### config.mk
export PLATFORM = sky130hd
export DESIGN_NAME = pdmsc_top
export DESIGN_NICKNAME = d
export VERILOG_FILES = /design/src/pdmsc_pkg.sv /design/src/pdmsc_top.sv
export VERILOG_INCLUDE_DIRS = /design/src
export SDC_FILE = /design/constraint.sdc
export NUM_CORES = 1
export LEC_CHECK = 0
export BUFFER_PORTS_ARGS = -buffer_cell sky130_fd_sc_hd__buf_4
export CORE_MARGIN = 5
export CORE_UTILIZATION = 50
export CTS_CLUSTER_DIAMETER = 100
export DETAILED_ROUTE_END_ITERATION = 10
export HOLD_SLACK_MARGIN = 0.1
export PLACE_DENSITY = 0.76
export SLEW_MARGIN = 20
export SYNTH_ARGS = -nofsm -noshare
export SYNTH_HDL_FRONTEND = slang
export SYNTH_SLANG_ARGS = --single-unit
### constraint.sdc
create_clock -name CLK -period 10.15 [get_ports CLK]
set_input_delay 0 -clock CLK [delete_from_list [all_inputs] [get_ports CLK]]
set_output_delay 0 -clock CLK [all_outputs]
set_load 0.005 [all_outputs]
### src/pdmsc_map.svh
`ifndef PDMSC_MAP_SVH
`define PDMSC_MAP_SVH

// Register offsets
`define PDMSC_OFS_DATA_C_LO   8'h94
`define PDMSC_OFS_DATA_C_HI   8'h95
`define PDMSC_OFS_DATA_R_LO   8'h96
`define PDMSC_OFS_DATA_R_HI   8'h97
`define PDMSC_OFS_DATA_G_LO   8'h98
`define PDMSC_OFS_DATA_G_HI   8'h99
`define PDMSC_OFS_DATA_B_LO   8'h9A
`define PDMSC_OFS_DATA_B_HI   8'h9B
`define PDMSC_OFS_PROX_LO     8'h9C
`define PDMSC_OFS_PROX_HI     8'h9D
`define PDMSC_OFS_MASK_CFG    8'h9F
`define PDMSC_OFS_SLEEP_CFG   8'hAB

// Field positions
`define PDMSC_BIT_EAST        7
`define PDMSC_BIT_WEST        6
`define PDMSC_BIT_SOUTH       5
`define PDMSC_BIT_NORTH       4
`define PDMSC_BIT_AMB_REDUCE  3
`define PDMSC_BIT_IR_ROUTE    6
`define PDMSC_BIT_SLEEP_IRQ   4

// Writable bits, reserved bits stay zero
`define PDMSC_MASK_CFG_WMASK  8'hF8
`define PDMSC_SLEEP_CFG_WMASK 8'h50

// Reset values
`define PDMSC_MASK_CFG_RST    8'h00
`define PDMSC_SLEEP_CFG_RST   8'h00

`endif

### src/pdmsc_pkg.sv
package pdmsc_pkg;

  typedef logic [7:0]  pdmsc_byte_t;
  typedef logic [15:0] pdmsc_word_t;
  typedef logic [13:0] pdmsc_prox_t;

  typedef struct packed {
    pdmsc_byte_t      mask_cfg_r;
    pdmsc_byte_t      sleep_cfg_r;
    logic             sleep_flag_r;
    logic             osc_en_r;
    pdmsc_word_t [3:0] light_latch_r;
    pdmsc_prox_t      prox_r;
    pdmsc_byte_t      rdata_r;
  } pdmsc_state_t;

endpackage

### src/pdmsc_top.sv
`timescale 1ns/1ps
`default_nettype none
`include "pdmsc_map.svh"

module pdmsc_top (
  // Clock and reset
  input  wire logic                  CLK,
  input  wire logic                  RST_N,
  // Register access port
  input  wire logic [7:0]            REG_ADDR,
  input  wire logic                  REG_WR,
  input  wire logic [7:0]            REG_WDATA,
  input  wire logic                  REG_RD,
  output logic      [7:0]            REG_RDATA,
  // Light engine channels
  input  wire pdmsc_pkg::pdmsc_word_t COLOR_CLEAR,
  input  wire pdmsc_pkg::pdmsc_word_t COLOR_RED,
  input  wire pdmsc_pkg::pdmsc_word_t COLOR_GREEN,
  input  wire pdmsc_pkg::pdmsc_word_t COLOR_BLUE,
  input  wire pdmsc_pkg::pdmsc_word_t IR_NORTH,
  input  wire pdmsc_pkg::pdmsc_word_t IR_SOUTH,
  input  wire pdmsc_pkg::pdmsc_word_t IR_WEST,
  input  wire pdmsc_pkg::pdmsc_word_t IR_EAST,
  // Proximity diode samples
  input  wire pdmsc_pkg::pdmsc_prox_t PROX_NORTH,
  input  wire pdmsc_pkg::pdmsc_prox_t PROX_SOUTH,
  input  wire pdmsc_pkg::pdmsc_prox_t PROX_WEST,
  input  wire pdmsc_pkg::pdmsc_prox_t PROX_EAST,
  // Power and sleep control
  input  wire logic                  POWER_ON_BIT,
  input  wire logic                  INT_N,
  input  wire logic                  CYCLE_END,
  input  wire logic                  SLEEP_FLAG_CLR,
  // Configuration, sleep status and proximity result outputs
  output logic                       EAST_DIODE_DISABLE,
  output logic                       WEST_DIODE_DISABLE,
  output logic                       SOUTH_DIODE_DISABLE,
  output logic                       NORTH_DIODE_DISABLE,
  output logic                       AMBIENT_PIXEL_REDUCE,
  output logic                       IR_DIODES_TO_LIGHT_ENGINE,
  output logic                       SLEEP_AFTER_IRQ,
  output logic                       SLEEP_LATCHED_FLAG,
  output logic                       OSC_EN,
  output pdmsc_pkg::pdmsc_prox_t     PROXIMITY_RESULT
);
  import pdmsc_pkg::*;

  pdmsc_state_t st_r;
  pdmsc_state_t st_nxt;

  // Address match for the register write decode chain
  function automatic logic addr_hit(input logic [7:0] addr, input logic [7:0] ofs);
    return addr == ofs;
  endfunction

  // Mean of enabled diodes
  function automatic pdmsc_prox_t prox_mean(
    input logic [15:0] sum,
    input logic [2:0]  cnt
  );
    logic [15:0] q;
    q = 16'h0000;
    case (cnt)
      3'd1:    q = sum;
      3'd2:    q = sum >> 1;
      3'd3:    q = sum / 16'd3;
      3'd4:    q = sum >> 2;
      default: q = 16'h0000;
    endcase
    return q[13:0];
  endfunction

  logic        dis_e;
  logic        dis_w;
  logic        dis_s;
  logic        dis_n;
  logic        route_ir;
  logic        sleep_after_irq;
  logic        sleep_set;
  logic [15:0] prox_sum;
  logic [2:0]  prox_cnt;
  pdmsc_word_t [3:0] live;

  always_comb begin
    dis_e    = st_r.mask_cfg_r[`PDMSC_BIT_EAST];
    dis_w    = st_r.mask_cfg_r[`PDMSC_BIT_WEST];
    dis_s    = st_r.mask_cfg_r[`PDMSC_BIT_SOUTH];
    dis_n    = st_r.mask_cfg_r[`PDMSC_BIT_NORTH];
    route_ir = st_r.sleep_cfg_r[`PDMSC_BIT_IR_ROUTE];
    sleep_after_irq      = st_r.sleep_cfg_r[`PDMSC_BIT_SLEEP_IRQ];
    // Sleep entry from interrupt at cycle end
    sleep_set = sleep_after_irq && POWER_ON_BIT && !INT_N && CYCLE_END;
    // Channel selection
    if (route_ir) begin
      live[0] = IR_NORTH;
      live[1] = IR_SOUTH;
      live[2] = IR_WEST;
      live[3] = IR_EAST;
    end else begin
      live[0] = COLOR_CLEAR;
      live[1] = COLOR_RED;
      live[2] = COLOR_GREEN;
      live[3] = COLOR_BLUE;
    end
    // Sum of enabled diodes only
    prox_sum = 16'h0000;
    prox_cnt = 3'd0;
    if (!dis_n) begin
      prox_sum = prox_sum + {2'b00, PROX_NORTH};
      prox_cnt = prox_cnt + 3'd1;
    end
    if (!dis_s) begin
      prox_sum = prox_sum + {2'b00, PROX_SOUTH};
      prox_cnt = prox_cnt + 3'd1;
    end
    if (!dis_w) begin
      prox_sum = prox_sum + {2'b00, PROX_WEST};
      prox_cnt = prox_cnt + 3'd1;
    end
    if (!dis_e) begin
      prox_sum = prox_sum + {2'b00, PROX_EAST};
      prox_cnt = prox_cnt + 3'd1;
    end
  end

  always_comb begin
    st_nxt = st_r;
    st_nxt.prox_r = prox_mean(prox_sum, prox_cnt);
    // Register writes
    if (REG_WR) begin
      if (addr_hit(REG_ADDR, `PDMSC_OFS_MASK_CFG)) begin
        st_nxt.mask_cfg_r = REG_WDATA & `PDMSC_MASK_CFG_WMASK;
      end else if (addr_hit(REG_ADDR, `PDMSC_OFS_SLEEP_CFG)) begin
        st_nxt.sleep_cfg_r = REG_WDATA & `PDMSC_SLEEP_CFG_WMASK;
      end
    end
    // Sleep flag, set wins over clear
    if (SLEEP_FLAG_CLR) begin
      st_nxt.sleep_flag_r = 1'b0;
    end
    if (sleep_set) begin
      st_nxt.sleep_flag_r = 1'b1;
    end
    // Oscillator gate from power-on, sleep-after-interrupt enable and sleep flag
    st_nxt.osc_en_r = POWER_ON_BIT && !(sleep_after_irq && st_nxt.sleep_flag_r);
    // Register reads
    if (REG_RD) begin
      if (REG_ADDR == `PDMSC_OFS_DATA_C_LO) begin
        st_nxt.light_latch_r = live;
        st_nxt.rdata_r = live[0][7:0];
      end else if (REG_ADDR == `PDMSC_OFS_DATA_C_HI) begin
        st_nxt.rdata_r = st_r.light_latch_r[0][15:8];
      end else if (REG_ADDR == `PDMSC_OFS_DATA_R_LO) begin
        st_nxt.rdata_r = st_r.light_latch_r[1][7:0];
      end else if (REG_ADDR == `PDMSC_OFS_DATA_R_HI) begin
        st_nxt.rdata_r = st_r.light_latch_r[1][15:8];
      end else if (REG_ADDR == `PDMSC_OFS_DATA_G_LO) begin
        st_nxt.rdata_r = st_r.light_latch_r[2][7:0];
      end else if (REG_ADDR == `PDMSC_OFS_DATA_G_HI) begin
        st_nxt.rdata_r = st_r.light_latch_r[2][15:8];
      end else if (REG_ADDR == `PDMSC_OFS_DATA_B_LO) begin
        st_nxt.rdata_r = st_r.light_latch_r[3][7:0];
      end else if (REG_ADDR == `PDMSC_OFS_DATA_B_HI) begin
        st_nxt.rdata_r = st_r.light_latch_r[3][15:8];
      end else if (REG_ADDR == `PDMSC_OFS_PROX_LO) begin
        st_nxt.rdata_r = st_r.prox_r[7:0];
      end else if (REG_ADDR == `PDMSC_OFS_PROX_HI) begin
        st_nxt.rdata_r = {2'b00, st_r.prox_r[13:8]};
      end else if (REG_ADDR == `PDMSC_OFS_MASK_CFG) begin
        st_nxt.rdata_r = st_r.mask_cfg_r;
      end else if (REG_ADDR == `PDMSC_OFS_SLEEP_CFG) begin
        st_nxt.rdata_r = st_r.sleep_cfg_r;
      end else begin
        st_nxt.rdata_r = 8'h00;
      end
    end
  end

  always_ff @(posedge CLK or negedge RST_N) begin
    if (!RST_N) begin
      st_r.mask_cfg_r    <= `PDMSC_MASK_CFG_RST;
      st_r.sleep_cfg_r   <= `PDMSC_SLEEP_CFG_RST;
      st_r.sleep_flag_r  <= 1'b0;
      st_r.osc_en_r      <= 1'b0;
      st_r.light_latch_r <= '0;
      st_r.prox_r        <= 14'h0000;
      st_r.rdata_r       <= 8'h00;
    end else begin
      st_r <= st_nxt;
    end
  end

  // Outputs
  assign REG_RDATA                 = st_r.rdata_r;
  assign EAST_DIODE_DISABLE        = dis_e;
  assign WEST_DIODE_DISABLE        = dis_w;
  assign SOUTH_DIODE_DISABLE       = dis_s;
  assign NORTH_DIODE_DISABLE       = dis_n;
  assign AMBIENT_PIXEL_REDUCE      = st_r.mask_cfg_r[`PDMSC_BIT_AMB_REDUCE];
  assign IR_DIODES_TO_LIGHT_ENGINE = route_ir;
  assign SLEEP_AFTER_IRQ           = sleep_after_irq;
  assign SLEEP_LATCHED_FLAG        = st_r.sleep_flag_r;
  assign OSC_EN                    = st_r.osc_en_r;
  assign PROXIMITY_RESULT          = st_r.prox_r;

endmodule

`default_nettype wire

Word level (Yosys, flattened, before mapping)
Cells that the tools add are included.
{ "op_classes": {"n_addsub": 6, "n_div": 1, "n_eq_ne": 16, "muxes": 24, "bitwise_logic": 1, "n_reduce_logical": 10} }
{ "op_table": {"columns": ["op", "count"], "rows": [
  ["== test 8 bit (second input constant)", 12],
  ["2-to-1 mux 8 bit", 11],
  ["2-to-1 mux 64 bit", 1],
  ["one-hot mux 14 bit (4 select lines)", 1],
  ["adder 16 x 14 -> 16 bit", 3],
  ["2-to-1 mux 16 bit", 3],
  ["divider 16 x 2 -> 16 bit (second input constant)", 1],
  ["2-to-1 mux 14 bit", 1],
  ["adder 3 x 1 -> 3 bit (second input constant)", 3],
  ["2-to-1 mux 3 bit", 3],
  ["2-to-1 mux 7 bit", 1],
  ["== test 3 x 2 -> 1 bit (second input constant)", 2],
  ["logical AND 1 bit", 5],
  ["AND reduction 2 bit", 2],
  ["== test 3 x 1 -> 1 bit (second input constant)", 1],
  ["== test 3 bit (second input constant)", 1],
  ["2-to-1 mux 1 bit", 3],
  ["AND reduction 3 bit", 1],
  ["logical NOT 1 bit", 2],
  ["inverter 1 bit", 1]
]} }
{ "word_totals": {"ff_bits": 95, "input_bits": 208, "output_inout_bits": 31, "word_cells": 68} }

Longest topological paths before layout
{ "depth": {"word_depth": 13, "ltp_mapped": 44, "mapped_depth_nobuf": 40} }

Worst setup path before layout
No wires, ideal clock.
{ "synth_path": {"path_type": "reg-to-reg", "start": "register st_r (netlist bit NORTH_DIODE_DISABLE)", "end": "register st_r (netlist bit PROXIMITY_RESULT[0])", "setup_time_ns": 0.123, "t_arrival_ns": 8.643, "t_required_ns": 10.027, "setup_slack_ns": 1.384, "path_stages_with_launch": 41, "path_buffers": 3, "synth_period_minus_slack_ns": 8.766, "path_cell_list": "dfrtp_1 -> clkbuf_1 -> nor2b_1 -> ha_1 -> a211oi_1 -> nor2_1 -> o41ai_2 -> a21boi_0 -> o21a_1 -> o31ai_1 -> ha_1 -> a21oi_1 -> o21bai_1 -> a211o_1 -> or3_1 -> nand3_1 -> nand2_1 -> ha_1 -> [... 5 more ...] -> o2bb2ai_1 -> o21ba_2 -> buf_2 -> a211o_1 -> o32a_1 -> o221ai_4 -> nor3_2 -> a221o_1 -> or3_1 -> buf_2 -> and2_4 -> a2111oi_4 -> mux2i_1 -> ha_1 -> nor2_1 -> o41a_1 -> o211ai_1 -> o221a_1"} }
{ "synth_lines": {"columns": ["item", "line_no", "source"], "rows": [
  ["start: declaration", "pdmsc_top.sv:48", "pdmsc_state_t st_r;"],
  ["start signal: assignment", "pdmsc_top.sv:189", "st_r <= st_nxt;"]
]} }

==> impl_metrics.py <==
metrics = {
    "setup_path": {
        "crit_slowest_cell": "o41ai_1",
        "r2r_end": "PROXIMITY_RESULT[0]",
        "crit_path_start": "NORTH_DIODE_DISABLE",
        "reg2reg_depth": 37,
        "required_ns": 10.38,
        "cp_slowest_stage_delay_ns": 0.61,
        "worst_ep_arrival_time_ns": 9.80,
        "crit_path_start_kind": "register",
        "cpMostUsedCell": "ha_1",
        "critPathCapture": "PROXIMITY_RESULT[0]",
        "path_class": "register to register",
        "r2r_slack_ns": 0.58,
        "timing.rr.start": "NORTH_DIODE_DISABLE",
        "critPathMaxFanout": 11,
        "worst_setup_path_end_kind": "register",
    },
    "sta": {
        "grt_setup_unrepaired": "false",
        "slew_violations": 0,
        "tns_ns": 0,
        "period_minus_slack_ns": 9.57,
        "skew_ns": 0.0110,
        "hold_viol_final": 0,
        "fmax_ghz": 0.104,
        "worst_pin_slew_ns": 1.16,
        "relSlewSlack": 0.222,
        "setup_viol": 0,
        "finalCritPeriodShare": 0.943,
    },
    "finish": {
        "area_growth_pct": 36.7,
        "seqCellArea_sq_um": 2180,
        "nNetsFinal": 1724,
        "fillCellCount": 1324,
        "multi_input_area_sq_um": 6590,
        "drive_gt1_frac": 0.226,
        "antenna_cells": 0,
    },
    "die": {
        "io_pins": 239,
        "initial_core_util": 0.510,
        "dieWidth_um": 146,
        "rows": 49,
        "fp.coreArea_sq_um": 18000,
        "die_area_sq_um": 21200,
        "die_h_um": 146,
    },
    "yosys": {
        "synth_top_area_share": 0.237,
        "postSynthCellCount": 1158,
        "synth_flop_cell": "dfrtp_1",
        "syn_avg_cell_area_sq_um": 7.94,
        "ys_ff_latch": 87,
        "synth_top_area_cell": "dfrtp_1",
        "ys_top_cells_by_area": "dfrtp_1, mux2i_1, ha_1, o21ai_0, nand2_1",
        "synth_edf_count": 0,
        "syn_nets": 1417,
        "syn_area_sq_um": 9200,
        "ys_seq_area_frac": 0.237,
        "ys_types": 93,
        "ys_top_cells_by_count": "nand2_1, nor2_1, o21ai_0",
        "ys_warn_count": 0,
        "ys_async_sr_fraction": 1.00,
        "yosys.cell_count.top_type": "nand2_1",
    },
    "routing": {
        "top_layer": "met4",
        "vias_per_cell": 6.25,
        "wl_met2_mm": 16.8,
        "wl_met1_mm": 13.7,
        "drt-pass1-iter-count": 6,
        "routed_wl_mm": 35.0,
        "vias": 10600,
        "wire_per_inst_um": 20.6,
        "wl_met3_mm": 2.81,
        "drc_errors": 0,
        "ant_nets": 0,
        "drt_iter0_markers": 1210,
    },
    "power": {
        "power_uw": 3650,
        "p_per_area_nw_per_um2": 291,
        "p_leak_uw": 0.00551,
        "max-vdd-ir-drop_mv": 0.585,
    },
    "worst_hold_path": {
        "hp-class": "primary input to async pin",
    },
    "placed_design": {
        "gp_congestion": 0.918,
        "port_buffers": 235,
        "post-dp-hpwl_mm": 23.9,
    },
    "grt": {
        "grt_max_degree": 68,
        "grt_usage": 0.316,
        "grt_antenna_before_repair": 0,
        "grt_pass1_vias": 10400,
        "grt_remaining_overflow": 0,
        "grt_pass1_wl_mm": 55.7,
    },
    "clock_network": {
        "numCtsBuffers": 9,
        "clk_path_buf_depth": 2,
        "cts_tree": "yes",
        "clkLatencyLatePin_ns": 0.34,
        "cts.sink_count": 87,
        "cts-root-buf": "clkbuf_16",
        "htree_levels": 3,
        "clk_pin_slew_ns": 0.08,
    },
    "status": {
        "status": "finished clean",
    },
    "flow_run": {
        "maxCapViolCount": 0,
    },
}
==> routing by layer <==
layer / vias to the layer above / track usage
met5: - / 0
met4: 0 / 0.127
met3: 111 / 0.0511
met2: 607 / 0.536
met1: 4947 / 0.403
li1: 4952 / -
==> area by class of cell <==
type / instances / share of cell area
clock inverters: 7 / 0.00488
multi-input cells: 965 / 0.524
clock buffers: 9 / 0.0179
inverters: 28 / 0.00836
well taps: 229 / 0.0228
repair buffers: 374 / 0.248
flip-flops and latches: 87 / 0.174
==> sequential cells by signal, indices dropped and copies added (netlist names) <==
signal,count
AMBIENT_PIXEL_REDUCE,1
SOUTH_DIODE_DISABLE,1
REG_RDATA,8
SLEEP_AFTER_IRQ,1
NORTH_DIODE_DISABLE,1
SLEEP_LATCHED_FLAG,1
PROXIMITY_RESULT,14
IR_DIODES_TO_LIGHT_ENGINE,1
WEST_DIODE_DISABLE,1
OSC_EN,1
EAST_DIODE_DISABLE,1
st_r,56
==> layout by cell type, fill, tap and decap left out, drive strengths merged, types with 31 or more instances in the layout <==
cell type,netlist,routed
nand2,136,136
dfrtp,87,87
dlygate4sd3,0,125
a21oi,82,82
inv,27,31
mux2i,74,74
ha,48,48
o21ai,112,112
nor2,111,111
buf,37,249
==> where the power goes <==
group          total [uW]  internal (uW)  switching [uW]
clock                 325            171             153
sequential            426            391            34.6
combinational        2900           1170            1730
total                3650           1730            1920
==> how the worst min path moves through the flow <==
stage | end | cells past startpoint | slack, ns | from
after detailed placement | REG_RDATA[3] | 1 | -0.06 | RST_N
after global placement | REG_RDATA[0] | 1 | -0.06 | RST_N
after CTS | REG_RDATA[0] | 4 | 0.10 | IR_NORTH[0]
after global routing | st_r[79] | 3 | 0.14 | IR_EAST[9]
after floorplan | AMBIENT_PIXEL_REDUCE | 0 | -0.30 | RST_N
final | REG_RDATA[3] | 2 | 0.10 | RST_N
==> kinds of logic after synthesis <==
kind of cell	Yosys count	synth area share
mux	97	0.109
simple gates	385	0.198
buf+inv	106	0.0539
compound gates	404	0.304
flops	87	0.237
fa+ha+maj	51	0.0718
xor+xnor	28	0.0267
==> worst max-delay path, delay by kind of cell, from the launching register on <==
kind,cells,cell delay (ns)
multiplexers,2,0.69
adder cells (fa/ha/maj),5,1.73
AO/OA/AOI/OAI,14,3.52
flip-flops,1,0.48
AND/OR/NAND/NOR,13,2.62
buffers and inverters,3,0.41
==> repair_timing <==
action                     in CTS  in global routing
hold buffers                  125                  0
setup buffers                   0                  2
setup endpoints to repair       0                  2
hold endpoints to repair      101                  0
resized for setup               0                 10
==> metrics by stage <==
step | cell area [sq um] | instances | utilization | setup WS (ns) | hold slack [ns]
5_1_grt | 12600 | 1699 | 0.697 | 0.0105 | 0.141
3_5_place_dp | 11000 | 1556 | 0.608 | 0.440 | -0.0588
2_1_floorplan | 9200 | 1158 | - | 1.38 | -0.296
6_report | 12600 | 1699 | 0.697 | 0.577 | 0.103
4_1_cts | 12500 | 1697 | 0.693 | 0.372 | 0.101
3_3_place_gp | 11000 | 1556 | 0.608 | 0.633 | -0.0585
Note: power is estimated with default switching activity, not from simulation.
